$ cat src/common/lmc_defs.vh
// lmc_defs.vh: register offsets, field positions and reset values for the
// link manager control register bank.
// assumes inclusion by bare name from the design file; the bench files use literal values.
`ifndef LMC_DEFS_VH
`define LMC_DEFS_VH

// register byte offsets (apb word addresses)
`define LMC_OFF_MC_UPDATE      8'h2C
`define LMC_OFF_MC_STAGE0      8'h24
`define LMC_OFF_MC_STAGE1      8'h28
`define LMC_OFF_MC_ACTIVE0     8'h30
`define LMC_OFF_MC_ACTIVE1     8'h34
`define LMC_OFF_GLOBAL         8'h50
`define LMC_OFF_STATUS         8'h60
`define LMC_OFF_TRAIN0         8'hAC
`define LMC_OFF_INDEX          8'hF8
`define LMC_OFF_DATA           8'hFC

// field positions
`define LMC_BIT_GLOBAL_EN      0
`define LMC_BIT_WARM_RST       1
`define LMC_BIT_MODE_SEND      16
`define LMC_BIT_DISCONNECT     17
`define LMC_BIT_WIDTH_SEND     18
`define LMC_BIT_FREQ_SEND      19
`define LMC_BIT_IDLE_REFRESH   20
`define LMC_BIT_REFRESH        21
`define LMC_BIT_PUSH           20
`define LMC_BIT_QUAL           21
`define LMC_IDX_HI             19
`define LMC_IDX_LO             16
`define LMC_RX_LS_HI           24
`define LMC_RX_LS_LO           23
`define LMC_TX_LS_HI           26
`define LMC_TX_LS_LO           25
`define LMC_INT_HI             11
`define LMC_INT_LO             6
`define LMC_LEN_HI             5
`define LMC_LEN_LO             0

// index values
`define LMC_IDX_CAPS           4'h0
`define LMC_IDX_TIMERS         4'h2

// reset values
`define LMC_RST_WORD           32'h00000000
`define LMC_RST_CAP6           6'h00
`define LMC_RST_TIMER          6'h00
`define LMC_RST_LS             2'h0
`define LMC_RST_IDX            4'h0
`define LMC_RST_CAP3           3'h0
`define LMC_RST_POK            2'h3

`endif

$ cat src/rtl/lmc_link_manager_regs.v
// lmc_link_manager_regs.v: apb register bank for the central link manager:
// global enable, feature capability bits, refresh timers via index/data,
// idle lane state defaults and staged memory-controller settings.
// assumes a 40 MHz pclk; power_ok_n is an asynchronous pin, synchronised.
//
// Chosen here: the APB slave port.
`timescale 1ns/1ps
`include "lmc_defs.vh"

////////////////////////////////////////////////////////////////////////////////
// Functional notes
// - global enable bit applies only after warm reset; a status, data, active or unmapped write in the release cycle blocks it
// - no feature runs without its capability bit
// - mode send bit, cleared reset and power
// - disconnect bit, cleared reset and power
// - width send bit, cleared by power only
// - freq send bit, cleared by power only
// - idle refresh bit, cleared by power only
// - refresh bit, cleared reset and power
// - stop interval field bits 11:6
// - stop length field bits 5:0
// - index 0 caps view, index 2 timers
// - data port fields follow current index
// - staged values apply on push plus qualifier
// - push bit 20, qualifier bit 21
// - receiver idle lane state bits 24:23
module lmc_link_manager_regs
(
  input  wire        pclk,
  input  wire        presetn,
  input  wire        power_ok_n,
  input  wire        warm_reset_n,
  input  wire        psel,
  input  wire        penable,
  input  wire        pwrite,
  input  wire [7:0]  paddr,
  input  wire [31:0] pwdata,
  output reg  [31:0] prdata,
  output reg         pready,
  output reg         pslverr,
  output reg         manager_active,
  output reg         mode_send_enable,
  output reg         disconnect_enable,
  output reg         width_send_enable,
  output reg         freq_send_enable,
  output reg         idle_refresh_enable,
  output reg         refresh_enable,
  output reg  [5:0]  refresh_stop_interval,
  output reg  [5:0]  refresh_stop_length,
  output reg  [1:0]  rx_idle_lane_state,
  output reg  [1:0]  tx_idle_lane_state,
  output reg  [31:0] mc_active0,
  output reg  [31:0] mc_active1
);

  ////////////////////////////////////////////////////////////////////////////
  // pin synchronisers for power-good and warm reset
  reg  [1:0]  pok_sync_q;
  reg  [1:0]  wrst_sync_q;
  reg         wrst_prev_q;
  wire        pok_lost;
  wire        warm_rise;

  always @(posedge pclk or negedge presetn)
  begin
    if (!presetn)
    begin
      pok_sync_q  <= `LMC_RST_POK;                    // power assumed good
      wrst_sync_q <= 2'h0;
      wrst_prev_q <= 1'b0;
    end
    else
    begin
      pok_sync_q  <= {pok_sync_q[0], power_ok_n};
      wrst_sync_q <= {wrst_sync_q[0], warm_reset_n};
      wrst_prev_q <= wrst_sync_q[1];
    end
  end

  // sync resets high so presetn alone never looks like a power event
  assign pok_lost  = ~pok_sync_q[1];                  // power-good event
  assign warm_rise = wrst_sync_q[1] & ~wrst_prev_q;   // warm reset released

  ////////////////////////////////////////////////////////////////////////////
  // apb decode: single wait-free access phase
  wire        wr_en;
  wire        rd_en;
  wire        hit_known;
  wire [3:0]  idx;
  reg  [31:0] global_q;
  reg  [3:0]  idx_q;
  reg  [2:0]  cap_hard_q;
  reg  [2:0]  cap_soft_q;
  wire [5:0]  cap_q;
  reg  [5:0]  interval_q;
  reg  [5:0]  length_q;
  reg  [1:0]  rx_ls_q;
  reg  [1:0]  tx_ls_q;
  reg  [31:0] train_q;
  reg         push_q;
  reg         qual_q;
  reg  [31:0] update_q;
  reg  [31:0] stage0_q;
  reg  [31:0] stage1_q;
  reg         en_live_q;
  reg  [31:0] rdata_d;

  assign wr_en = psel & penable & pwrite;
  assign rd_en = psel & penable & ~pwrite;
  assign idx   = idx_q;
  // hard caps (bits 16,17,21) clear on reset, soft caps (18..20) do not
  assign cap_q = {cap_hard_q[2], cap_soft_q, cap_hard_q[1:0]};
  assign hit_known = (paddr == `LMC_OFF_MC_UPDATE)  |
                     (paddr == `LMC_OFF_MC_STAGE0)  |
                     (paddr == `LMC_OFF_MC_STAGE1)  |
                     (paddr == `LMC_OFF_MC_ACTIVE0) |
                     (paddr == `LMC_OFF_MC_ACTIVE1) |
                     (paddr == `LMC_OFF_GLOBAL)     |
                     (paddr == `LMC_OFF_STATUS)     |
                     (paddr == `LMC_OFF_TRAIN0)     |
                     (paddr == `LMC_OFF_INDEX)      |
                     (paddr == `LMC_OFF_DATA);

  ////////////////////////////////////////////////////////////////////////////
  // capability bits cleared by reset and power-good
  always @(posedge pclk or negedge presetn)
  begin
    if (!presetn)
    begin
      cap_hard_q[0] <= 1'b0;
      cap_hard_q[1] <= 1'b0;
      cap_hard_q[2] <= 1'b0;
      interval_q    <= `LMC_RST_TIMER;
      length_q      <= `LMC_RST_TIMER;
    end
    else if (pok_lost)
    begin
      cap_hard_q    <= `LMC_RST_CAP3;
      interval_q    <= `LMC_RST_TIMER;
      length_q      <= `LMC_RST_TIMER;
    end
    else if (wr_en && paddr == `LMC_OFF_DATA)
    begin
      if (idx == `LMC_IDX_CAPS)
      begin
        cap_hard_q[0] <= pwdata[`LMC_BIT_MODE_SEND];
        cap_hard_q[1] <= pwdata[`LMC_BIT_DISCONNECT];
        cap_hard_q[2] <= pwdata[`LMC_BIT_REFRESH];
      end
      else if (idx == `LMC_IDX_TIMERS)
      begin
        interval_q <= pwdata[`LMC_INT_HI:`LMC_INT_LO];
        length_q   <= pwdata[`LMC_LEN_HI:`LMC_LEN_LO];
      end
    end
  end

  // capability bits that survive ordinary reset: no async reset term,
  // cleared only while power-good is lost; unknown until the first
  // power-good event, so bring-up must pulse power_ok_n low
  always @(posedge pclk)
  begin
    if (pok_lost)
    begin
      cap_soft_q[0] <= 1'b0;
      cap_soft_q[1] <= 1'b0;
      cap_soft_q[2] <= 1'b0;
    end
    else if (wr_en && paddr == `LMC_OFF_DATA && idx == `LMC_IDX_CAPS)
    begin
      cap_soft_q[0] <= pwdata[`LMC_BIT_WIDTH_SEND];
      cap_soft_q[1] <= pwdata[`LMC_BIT_FREQ_SEND];
      cap_soft_q[2] <= pwdata[`LMC_BIT_IDLE_REFRESH];
    end
  end

  ////////////////////////////////////////////////////////////////////////////
  // ordinary registers
  always @(posedge pclk or negedge presetn)
  begin
    if (!presetn)
    begin
      global_q  <= `LMC_RST_WORD;
      idx_q     <= `LMC_RST_IDX;
      rx_ls_q   <= `LMC_RST_LS;
      tx_ls_q   <= `LMC_RST_LS;
      train_q   <= `LMC_RST_WORD;
      push_q    <= 1'b0;
      qual_q    <= 1'b0;
      update_q  <= `LMC_RST_WORD;
      stage0_q  <= `LMC_RST_WORD;
      stage1_q  <= `LMC_RST_WORD;
      en_live_q <= 1'b0;
    end
    else
    begin
      // live enable captured only at warm reset release; a same-cycle write to status, data, active or unmapped offsets blocks it
      if (warm_rise)
        en_live_q <= global_q[`LMC_BIT_GLOBAL_EN];
      if (wr_en)
      begin
        case (paddr)
          `LMC_OFF_GLOBAL:
            global_q <= {31'h0, pwdata[`LMC_BIT_GLOBAL_EN]};
          `LMC_OFF_INDEX:
            idx_q <= pwdata[`LMC_IDX_HI:`LMC_IDX_LO];
          `LMC_OFF_TRAIN0:
          begin
            train_q <= pwdata;
            rx_ls_q <= pwdata[`LMC_RX_LS_HI:`LMC_RX_LS_LO];
            tx_ls_q <= pwdata[`LMC_TX_LS_HI:`LMC_TX_LS_LO];
          end
          `LMC_OFF_MC_UPDATE:
          begin
            update_q <= pwdata;
            push_q   <= pwdata[`LMC_BIT_PUSH];
            qual_q   <= pwdata[`LMC_BIT_QUAL];
          end
          `LMC_OFF_MC_STAGE0:
            stage0_q <= pwdata;
          `LMC_OFF_MC_STAGE1:
            stage1_q <= pwdata;
          default:
            en_live_q <= en_live_q;
        endcase
      end
    end
  end

  ////////////////////////////////////////////////////////////////////////////
  // read mux; unmapped address reads zero with pslverr
  always @*
  begin
    rdata_d = 32'h00000000;
    case (paddr)
      `LMC_OFF_GLOBAL:
        rdata_d = global_q;
      `LMC_OFF_STATUS:
        rdata_d = {31'h0, en_live_q};
      `LMC_OFF_INDEX:
        rdata_d = {12'h000, idx_q, 16'h0000};
      // data port view follows the index written beforehand
      `LMC_OFF_DATA:
      begin
        if (idx_q == `LMC_IDX_CAPS)
          rdata_d = {10'h000, cap_q, 16'h0000};
        else if (idx_q == `LMC_IDX_TIMERS)
          rdata_d = {20'h00000, interval_q, length_q};
        else
          rdata_d = 32'h00000000;
      end
      `LMC_OFF_TRAIN0:
        rdata_d = {train_q[31:27], tx_ls_q, rx_ls_q, train_q[22:0]};
      `LMC_OFF_MC_UPDATE:
        rdata_d = {update_q[31:22], qual_q, push_q, update_q[19:0]};
      `LMC_OFF_MC_STAGE0:
        rdata_d = stage0_q;
      `LMC_OFF_MC_STAGE1:
        rdata_d = stage1_q;
      `LMC_OFF_MC_ACTIVE0:
        rdata_d = mc_active0;
      `LMC_OFF_MC_ACTIVE1:
        rdata_d = mc_active1;
      default:
        rdata_d = 32'h00000000;
    endcase
  end

  // registered apb answer, ready in the first access cycle
  // read data is taken from the setup cycle, writes land at access end
  always @(posedge pclk or negedge presetn)
  begin
    if (!presetn)
    begin
      prdata  <= 32'h00000000;
      pready  <= 1'b0;
      pslverr <= 1'b0;
    end
    else
    begin
      pready  <= psel & ~penable;
      pslverr <= psel & ~penable & ~hit_known;
      prdata  <= (psel & ~penable & ~pwrite) ? rdata_d : 32'h00000000;
    end
  end

  ////////////////////////////////////////////////////////////////////////////
  // staged mc settings pushed only while both bits are set
  // clearing either bit freezes the settings in use
  always @(posedge pclk or negedge presetn)
  begin
    if (!presetn)
    begin
      mc_active0 <= `LMC_RST_WORD;
      mc_active1 <= `LMC_RST_WORD;
    end
    else if (push_q && qual_q)
    begin
      mc_active0 <= stage0_q;
      mc_active1 <= stage1_q;
    end
  end

  ////////////////////////////////////////////////////////////////////////////
  // feature outputs gated by live enable and own capability bit
  always @(posedge pclk or negedge presetn)
  begin
    if (!presetn)
    begin
      manager_active        <= 1'b0;
      mode_send_enable      <= 1'b0;
      disconnect_enable     <= 1'b0;
      width_send_enable     <= 1'b0;
      freq_send_enable      <= 1'b0;
      idle_refresh_enable   <= 1'b0;
      refresh_enable        <= 1'b0;
      refresh_stop_interval <= `LMC_RST_TIMER;
      refresh_stop_length   <= `LMC_RST_TIMER;
      rx_idle_lane_state    <= `LMC_RST_LS;
      tx_idle_lane_state    <= `LMC_RST_LS;
    end
    else
    begin
      manager_active        <= en_live_q;
      mode_send_enable      <= en_live_q & cap_q[0];
      disconnect_enable     <= en_live_q & cap_q[1];
      width_send_enable     <= en_live_q & cap_q[2];
      freq_send_enable      <= en_live_q & cap_q[3];
      idle_refresh_enable   <= en_live_q & cap_q[4];
      refresh_enable        <= en_live_q & cap_q[5];
      refresh_stop_interval <= interval_q;
      refresh_stop_length   <= length_q;
      rx_idle_lane_state    <= rx_ls_q;
      tx_idle_lane_state    <= tx_ls_q;
    end
  end

endmodule

$ cat config.mk
export PLATFORM = sky130hd
export DESIGN_NAME = lmc_link_manager_regs
export DESIGN_NICKNAME = d
export VERILOG_FILES = /design/src/rtl/lmc_link_manager_regs.v
export VERILOG_INCLUDE_DIRS = /design/src /design/src/common
export SDC_FILE = /design/constraint.sdc
export NUM_CORES = 1
export LEC_CHECK = 0
export BUFFER_PORTS_ARGS = -buffer_cell sky130_fd_sc_hd__buf_2
export CORE_AREA = 2 2 164 166
export CTS_CLUSTER_DIAMETER = 100
export DETAILED_ROUTE_END_ITERATION = 6
export DIE_AREA = 0 0 166 168
export GPL_ROUTABILITY_DRIVEN = 0
export PLACE_DENSITY = 0.65
export SLEW_MARGIN = 10
export SYNTH_ARGS = -nofsm -noshare
export SYNTH_HDL_FRONTEND = slang
export SYNTH_SLANG_ARGS = --single-unit
$ cat constraint.sdc
create_clock -name pclk -period 1.88 [get_ports pclk]
set_clock_uncertainty 0.2 [all_clocks]
set_input_delay 0.188 -clock pclk [delete_from_list [all_inputs] [get_ports pclk]]
set_output_delay 0.188 -clock pclk [all_outputs]
set_load 0.05 [all_outputs]
After elaboration in Yosys (flattened, before gate mapping)
Index checks and enable logic that the tools add are counted.
{"block": "totals", "ff_bits": 284, "in_bits": 47, "output_inout_bits": 121, "wordCells": 106}
{"block": "classes", "eq_ne": 16, "muxes": 18, "bitwise_logic": 25, "n_reduce_logical": 13}
{"operator": "32-bit case mux with 10 select lines", "n": 1}
{"operator": "6-bit two-way mux", "n": 8}
{"operator": "8-bit by 6-bit == test with 1-bit output (second input constant)", "n": 5}
{"operator": "32-bit two-way mux", "n": 1}
{"operator": "8-bit == test (second input constant)", "n": 3}
{"operator": "22-bit two-way mux", "n": 1}
{"operator": "8-bit by 7-bit == test with 1-bit output (second input constant)", "n": 2}
{"operator": "2-bit AND reduction", "n": 7}
{"operator": "1-bit bitwise AND", "n": 12}
{"operator": "12-bit two-way mux", "n": 1}
{"operator": "3-bit two-way mux", "n": 3}
{"operator": "1-bit OR", "n": 9}
{"operator": "2-bit by 1-bit inequality test with 1-bit output (second input constant)", "n": 3}
{"operator": "6-bit OR reduction", "n": 1}
{"operator": "4-bit by 2-bit == test with 1-bit output (second input constant)", "n": 1}
{"operator": "4-bit logical NOT", "n": 1}
{"operator": "2-bit inequality test (second input constant)", "n": 2}
{"operator": "1-bit NOT", "n": 4}
{"operator": "1-bit logical AND", "n": 3}
{"operator": "1-bit two-way mux", "n": 3}
{"operator": "3-bit AND reduction", "n": 1}

Longest topological paths before layout
Gate-level depths: netlist (run 1).
{"block": "depth", "ltp_word": 12, "ltp_mapped": 9, "ltp_nobuf": 5}

Worst setup path before layout (run 1)
OpenSTA, ideal clock, no wires.
{"block": "synth_timing", "kind": "input to register", "start": "in paddr[6]", "end": "reg stage1_q[10]", "setup_time_ns": 0.125, "arrival_ns": 1.589, "t_required_ns": 1.555, "slack_ns": -0.034, "cell_stages": 7, "path_buffers": 3, "path_cell_list": "buf_2 -> nor4b_4 -> and2_1 -> buf_4 -> nand2_4 -> buf_6 -> mux2_4"}
{"block": "synth_between", "elab_chain_cells": 2}
{"element": "from (decl)", "line_no": "lmc_link_manager_regs.v:36", "text": "input wire [7:0] paddr,"}
{"element": "8-bit by 6-bit == test with 1-bit output", "line_no": "lmc_link_manager_regs.v:202", "text": "case (paddr)"}
{"element": "2-bit AND reduction (no source line)"}
{"element": "to (signal assigned)", "line_no": "lmc_link_manager_regs.v:192", "text": "stage1_q <= `LMC_RST_WORD;"}
{"element": "to (signal assigned)", "line_no": "lmc_link_manager_regs.v:222", "text": "stage1_q <= pwdata;"}
{"element": "to (decl)", "line_no": "lmc_link_manager_regs.v:104", "text": "reg [31:0] stage1_q;"}
No other way between the ends.
A chain may end at the register's enable or synchronous reset.

Worst setup path in the final report (run 1)
{"block": "layout_timing", "start": "reg idx_q[2], in the netlist idx[2]", "end": "reg prdata[9]"}
{"block": "layout_between", "elab_chain_cells": 5, "elab_cells_between_ends": 6, "cone_classes": "eq/ne: 1; mux: 4; reduce/logical: 1"}
{"element": "from (decl)", "line_no": "lmc_link_manager_regs.v:91", "text": "reg [3:0] idx_q;"}
{"element": "from (signal assigned)", "line_no": "lmc_link_manager_regs.v:184", "text": "idx_q <= `LMC_RST_IDX;"}
{"element": "from (signal assigned)", "line_no": "lmc_link_manager_regs.v:206", "text": "idx_q <= pwdata[`LMC_IDX_HI:`LMC_IDX_LO];"}
{"element": "4-bit by 2-bit == test with 1-bit output (no source line)"}
{"element": "12-bit two-way mux", "line_no": "lmc_link_manager_regs.v:247", "text": "else if (idx_q == `LMC_IDX_TIMERS)"}
{"element": "22-bit two-way mux *", "line_no": "lmc_link_manager_regs.v:245", "text": "if (idx_q == `LMC_IDX_CAPS)"}
{"element": "32-bit case mux with 10 select lines *", "line_no": "lmc_link_manager_regs.v:235", "text": "case (paddr)"}
{"element": "32-bit two-way mux *", "line_no": "lmc_link_manager_regs.v:283", "text": "prdata <= (psel & ~penable & ~pwrite) ? rdata_d : 32'h00000000;"}
{"element": "to (signal assigned)", "line_no": "lmc_link_manager_regs.v:283"}
{"element": "to (decl)", "line_no": "lmc_link_manager_regs.v:38", "text": "output reg [31:0] prdata,"}
Mark *: on every way between the ends. The rest lies on a longest branch, timed or not.

==> summary.txt, run 1 <==
Status
  • Status: complete, no violations

Placement
  • Dpl cell area: 0.0135 mm2
  • IO Port Bufs: 167
  • Dpl cells: 1,356
  • Hpwl dp: 21.3 mm

Min path
  • Hold-critical path depth: 4
  • Hold EP: global_q[0]
  • Hold WC Path Type: in2reg
  • Hold Startpoint: psel

Logic synthesis
  • Synth area leaders: dfrtp_1, mux2_2, mux2_1
  • Cells after Synth: 816
  • Cell taking the most area after synthesis: dfrtp_1
  • Mean instance size in the synthesized netlist: 14.2 um2
  • Post-synth EDFFs: 0
  • Synth warn: 0
  • Distinct cells, synth: 55
  • Ys async rst share: 98.9%
  • Syn Nets: 863
  • Post-synthesis sequential area ratio: 60.1%
  • Predominant post-synthesis flop cell: dfrtp_1
  • Post-Syn Area: 0.0116 mm2
  • Post-synth top area share: 59.1%
  • #FFs+latches synth: 278

Setup path
  • Worst Path Required: 2.16 ns
  • Critical R2R Launch: idx[2]
  • CP Cell Sequence: or3_4 -> nor4_4 -> buf_6 -> clkbuf_16 -> a222oi_1 -> a21oi_1
  • Worst r2r dst: prdata[9]
  • Max incr delay on CP: 0.39 ns
  • Crit path DAT: 2.11 ns
  • CP max-delay cell: dfrtp_1
  • Element type at the critical path end: register
  • Worst-path maximum fanout: 6
  • Critical Path Source Type: register
  • Crit Path Class: reg2reg
  • Setup slack, reg-to-reg: 0.05 ns
  • R2r worst-path depth: 6

Clocking
  • Bufs on Longest Clock Path: 3
  • CTS clk-pin slew, worst paths: 0.07 ns
  • Clock Sinks: 278
  • Clock Latency Late Sink: 0.55 ns
  • Root Buffer: clkbuf_16
  • CTS tree: yes
  • Total CTS buffers: 29
  • H-tree level count: 1

Detailed routing
  • DR vias: 8,070
  • DR vias/cell: 5.58
  • DR pass1 iterations: 5
  • Number of remaining DRC errors: 0
  • Routed Antenna Nets: 0
  • Post-Route WL: 32.0 mm
  • Routed length per instance: 22.1 um
  • DRC violation total after the first TritonRoute iteration: 499

Pwr
  • Pwr Density: 807 mW/mm2
  • Leak pwr: 0.00760 uW
  • Maximum VDD drop: 0.717 mV

Global route
  • First-pass GRT wire length: 50.7 mm
  • Initial antenna violation count: 1
  • Vias in the first global route: 8,543
  • Largest net degree at the start of global routing: 56
  • Total Routing Usage GR: 23.1%
  • Gr ovfl total: 0

Layout
  • Area Growth Syn to Fin: 28.9%
  • Post-layout util: 56.6%
  • Most frequent cells in the layout: dfrtp_1, buf_2, mux2_2
  • Final #Nets: 1,137
  • Fin cells: 1,447
  • Area of the multi-input gates: 0.00439 mm2
  • Finished Cell Area: 0.0149 mm2
  • Antenna diode count: 0
  • Register area: 0.00694 mm2
  • Leading cell type in the layout, fill and taps excluded: dfrtp_1
  • Layout cell share with drive strength beyond 1: 42.6%
  • Fillers: 2,181

STA
  • Hold slack: 0.0160 ns
  • Final Slew Violations: 0
  • Count of final setup violators: 0
  • Endpoints failing hold: 0
  • Max Freq: 0.547 GHz
  • RSZ-0062 raised after global routing: yes
  • Slew @ Worst Pin: 0.472 ns
  • Setup TNS: 0 ns
  • Slew headroom: 68.4%
  • Period minus WS final: 1.83 ns
  • Final period util: 97.3%

Floorplan
  • Die height: 168 um
  • Die ar.: 0.0279 mm2
  • Io pins: 168
  • Num rows: 60
  • Starting Density: 43.9%
  • Die width: 166 um
  • Core region area: 0.0264 mm2

Run
  • Max-Cap Viols: 0
[flip-flops by register name (all words and copies together), names as in the netlist, 3 cells and up]
name and flops:
stage0_q 32, refresh_stop_length 6, prdata 32, stage1_q 32, cap_hard_q 3, idx 4
refresh_stop_interval 6, length_q 6, mc_active1 32, train_q 30, cap_soft_q 3, update_q 32
interval_q 6, mc_active0 32
[kinds of logic (layout without fill, tap and decap cells)]
| logic type | Yosys count | in the layout | synth area share [%] |
|---|---|---|---|
| DFF | 278 | 278 | 60.1 |
| muxes | 202 | 202 | 20.6 |
| AOI/OAI and AO/OA | 154 | 154 | 10.2 |
| and+or+nand+nor | 125 | 125 | 6.40 |
| buffers and inverters | 57 | 347 | 2.75 |
[worst max-delay path: cells and delay by family, from the launching register on]
family          cells  cell delay [ns]
flops               1             0.39
simple gates        2             0.54
compound gates      2             0.24
buf+inv             2             0.36
[cell type report]
| type | instances | share of cell area [%] |
|---|---|---|
| Multi-Input combinational cell | 481 | 29.5 |
| Tap cell | 341 | 2.86 |
| Sequential cell | 278 | 46.6 |
| Clock inverter | 7 | 0.453 |
| Timing Repair Buffer | 299 | 15.2 |
| Clock buffer | 40 | 5.42 |
| Inverter | 1 | 0.0252 |
[cell usage after synthesis, drive strengths merged, types with 2 or more instances]
cell type  instances
a21boi            18
a21oi             20
mux2             197
nor3               4
a22o              16
a22oi             40
dfrtp            273
a221oi            19
nor2              10
nand4              2
mux2i              5
clkbuf            13
nor4               4
nand2             46
o22ai              2
a222oi            11
nand3             22
and2              12
nor4b              4
nand2b             2
a32o               2
dfxtp              3
nor2b              4
nor3b              3
and3               3
nand3b             4
dfstp              2
a31oi             18
o21ai              5
buf               43
[routing by layer]
layer / GRT usage [%] / share of wire (%)
met1: 31.7 / 44
met2: 38.2 / 48
met3: 4.21 / 5.8
met4: 6.09 / 2.5
met5: 0 / 0.022
[stage by stage]
stage	power [uW]	worst slack (ns)
4_1_cts	12100	-0.0168
6_report	12000	0.0510
5_1_grt	12400	-0.0455
2_1_floorplan	6320	-0.00632
3_5_place_dp	6660	-0.308
3_3_place_gp	6650	-0.232
[power by group]
group	internal, uW	switching (uW)	total, uW
Sequential	6040	39.8	6080
Combinational	225	309	534
Clock	3100	2310	5410
[worst max-delay path by stage]
stage / start / to
3_5_place_dp: paddr[4] / prdata[8]
2_1_floorplan: paddr[6] / stage1_q[10]
4_1_cts: idx[2] / prdata[5]
5_1_grt: idx[0] / prdata[4]
3_3_place_gp: paddr[4] / prdata[20]
6_report: idx[2] / prdata[9]
[what timing repair did]
action	CTS	global route
pin swaps	0	9
resized for setup	1	19
hold endpoints to repair	431	0
hold buffers	40	0
endpoints found under the setup margin	3	27
gates cloned	1	1
setup buffers	1	1
Power figures use the tool's default switching activity.
==> run 2: changes to the inputs <==
Settings changed: CTS_BUF_LIST set to sky130_fd_sc_hd__clkbuf_16, CTS_CLUSTER_SIZE set to 28.
==> run 2 against run 1 <==
- sequential power about the same
- routed wire length down 1.6%
- sequential cell count unchanged
- largest power group unchanged
- critical endpoint is now prdata[3]
==> summary.txt, run 2 (synthesis results as in run 1) <==
Clocking
  • Clock Sinks: 278 (unchanged)
  • Total CTS buffers: 13 (-55%)
  • Root Buffer: clkbuf_16
  • H-tree level count: 1 (unchanged)
  • CTS tree: yes
  • Bufs on Longest Clock Path: 3 (unchanged)
  • Clock Latency Late Sink: 0.48 ns (-0.07 ns)
  • CTS clk-pin slew, worst paths: 0.11 ns (+0.04 ns)

Layout
  • Fin cells: 1,418 (-2.0%)
  • Antenna diode count: 0 (unchanged)
  • Post-layout util: 54.3% (-2.3 points)
  • Layout cell share with drive strength beyond 1: 40.7% (-1.9 points)
  • Final #Nets: 1,120 (-1.5%)
  • Most frequent cells in the layout: dfrtp_1, buf_2, mux2_2
  • Leading cell type in the layout, fill and taps excluded: dfrtp_1
  • Area Growth Syn to Fin: 23.8%

Setup path
  • Setup slack, reg-to-reg: 0.04 ns (about the same)
  • Worst r2r dst: prdata[3]
  • Critical Path Start: idx[2]
  • Element type at the critical path end: register
  • Max incr delay on CP: 0.41 ns (+0.02 ns)
  • Crit Path Class: reg2reg
  • Worst-path maximum fanout: 12 (+6)
  • Critical R2R Launch: idx[2]
  • CP Cell Sequence: or3_4 -> nor4_4 -> buf_6 -> buf_12 -> a222oi_1 -> a31oi_1
  • Worst Path Required: 2.09 ns (-0.07 ns)
  • R2r worst-path depth: 6 (unchanged)
  • Critical Path Source Type: register
  • Crit path DAT: 2.05 ns (-0.06 ns)
  • CP max-delay cell: dfrtp_1

STA
  • Slew @ Worst Pin: 0.568 ns (+0.0966 ns)
  • Final Slew Violations: 0 (unchanged)
  • Final period util: 98.1% (+0.77 points)
  • RSZ-0062 raised after global routing: yes
  • Endpoints failing hold: 0 (unchanged)
  • Max Freq: 0.542 GHz (-0.78%)
  • Slew headroom: 62.0% (-6.4 points)
  • Period minus WS final: 1.84 ns (+0.0144 ns)
  • Count of final setup violators: 0 (unchanged)
  • Setup TNS: 0 ns (unchanged)

Floorplan
  • Die ar.: 0.0279 mm2 (unchanged)
  • Die width: 166 um (unchanged)
  • Io pins: 168 (unchanged)
  • Die height: 168 um (unchanged)
  • Core region area: 0.0264 mm2 (unchanged)
  • Starting Density: 43.9% (unchanged)
  • Num rows: 60 (unchanged)

Global route
  • First-pass GRT wire length: 49.6 mm (-2.1%)
  • Initial antenna violation count: 1 (unchanged)
  • Largest net degree at the start of global routing: 56 (unchanged)
  • Gr ovfl total: 0 (unchanged)
  • Vias in the first global route: 8,328 (-2.5%)
  • Total Routing Usage GR: 22.6% (-0.51 points)

Run
  • Max-Cap Viols: 0 (unchanged)

Placement
  • Dpl cells: 1,356 (unchanged)
  • IO Port Bufs: 167 (unchanged)
  • Hpwl dp: 21.3 mm (unchanged)

Detailed routing
  • DR vias/cell: 5.61 (+0.64%)
  • DRC violation total after the first TritonRoute iteration: 490 (-1.8%)
  • Routed length per instance: 22.2 um (+0.43%)
  • Number of remaining DRC errors: 0 (unchanged)
  • DR vias: 7,959 (-1.4%)
  • Post-Route WL: 31.5 mm (-1.6%)
  • DR pass1 iterations: 7 (+2)
  • Routed Antenna Nets: 0 (unchanged)

Status
  • Status: complete, no violations

Min path
  • Hold WC Path Type: in2reg
  • Hold-critical path depth: 4 (unchanged)
  • Hold EP: prdata[0]
  • Hold Startpoint: paddr[5]

Pwr
  • Pwr Density: 677 mW/mm2 (-16%)
  • Maximum VDD drop: 0.732 mV (+2.1%)
  • Leak pwr: 0.00733 uW (-3.5%)
-- run 2: cell types whose count changed in the layout (fill, tap and decap cells not counted), sizes merged --
cell	before	now
buf	258	260
inv	2	7
bufinv	1	0
dlygate4sd3	40	38
clkbuf	41	13
clkinv	5	0
-- run 2: final cells by class --
cell class / count / area (um2)
Clock inverter: 6 / 22.5
Sequential cell: 278 / 6940
Multi-Input combinational cell: 481 / 4350
Fill cell: 2239 / 12000
Timing Repair Buffer: 298 / 2240
Tap cell: 341 / 427
Clock buffer: 13 / 325
Inverter: 1 / 3.75
-- run 2: critical path, delay by kind of cell, from the launching register on --
family,cells,cell delay [ns]
AO/OA/AOI/OAI,2,0.28
buffers and inverters,2,0.32
flip-flops,1,0.41
AND/OR/NAND/NOR,2,0.54
-- run 2: timing repair --
item	in CTS	in global routing
cloned	1	1
setup buffers	1	2
setup endpoints to repair	7	29
pin swaps	0	10
endpoints found under the hold margin	428	0
gates resized for setup	3	11
hold buffers	39	0
-- run 2: routing by layer --
metal  GRT usage [%]  wire (um)  part of all wire [%]
met5               0          7                 0.022
met4            4.16        555                   1.8
met3            3.83       1660                   5.3
met2            37.8      15200                    48
met1            31.5      14100                    45
-- run 2: worst max path at each step --
stage	end	slack, ns	cells after the start
finish	prdata[3]	0.04	6
global route	prdata[3]	-0.06	6
CTS	prdata[0]	-0.02	6
detailed placement	prdata[8]	-0.31	9
global placement	prdata[20]	-0.23	9
floorplan	stage1_q[10]	-0.006	7
-- run 2: through the flow --
step | cell area, um2 | setup slack (ns) | power [uW] | hold slack, ns
detailed placement | 13500 | -0.308 | 6660 | -0.0795
floorplan | 11600 | -0.00632 | 6320 | -0.308
global route | 14300 | -0.0646 | 10100 | 0.0277
global placement | 13500 | -0.232 | 6650 | -0.0786
finish | 14300 | 0.0366 | 9690 | 0.0528
CTS | 14300 | -0.0150 | 9800 | 0.0257
-- run 2: power breakdown --
part | switching, uW | total (uW) | internal (uW)
clock network | 1810 | 3080 | 1270
registers | 39.6 | 6070 | 6030
logic | 311 | 537 | 226
total | 2160 | 9690 | 7530
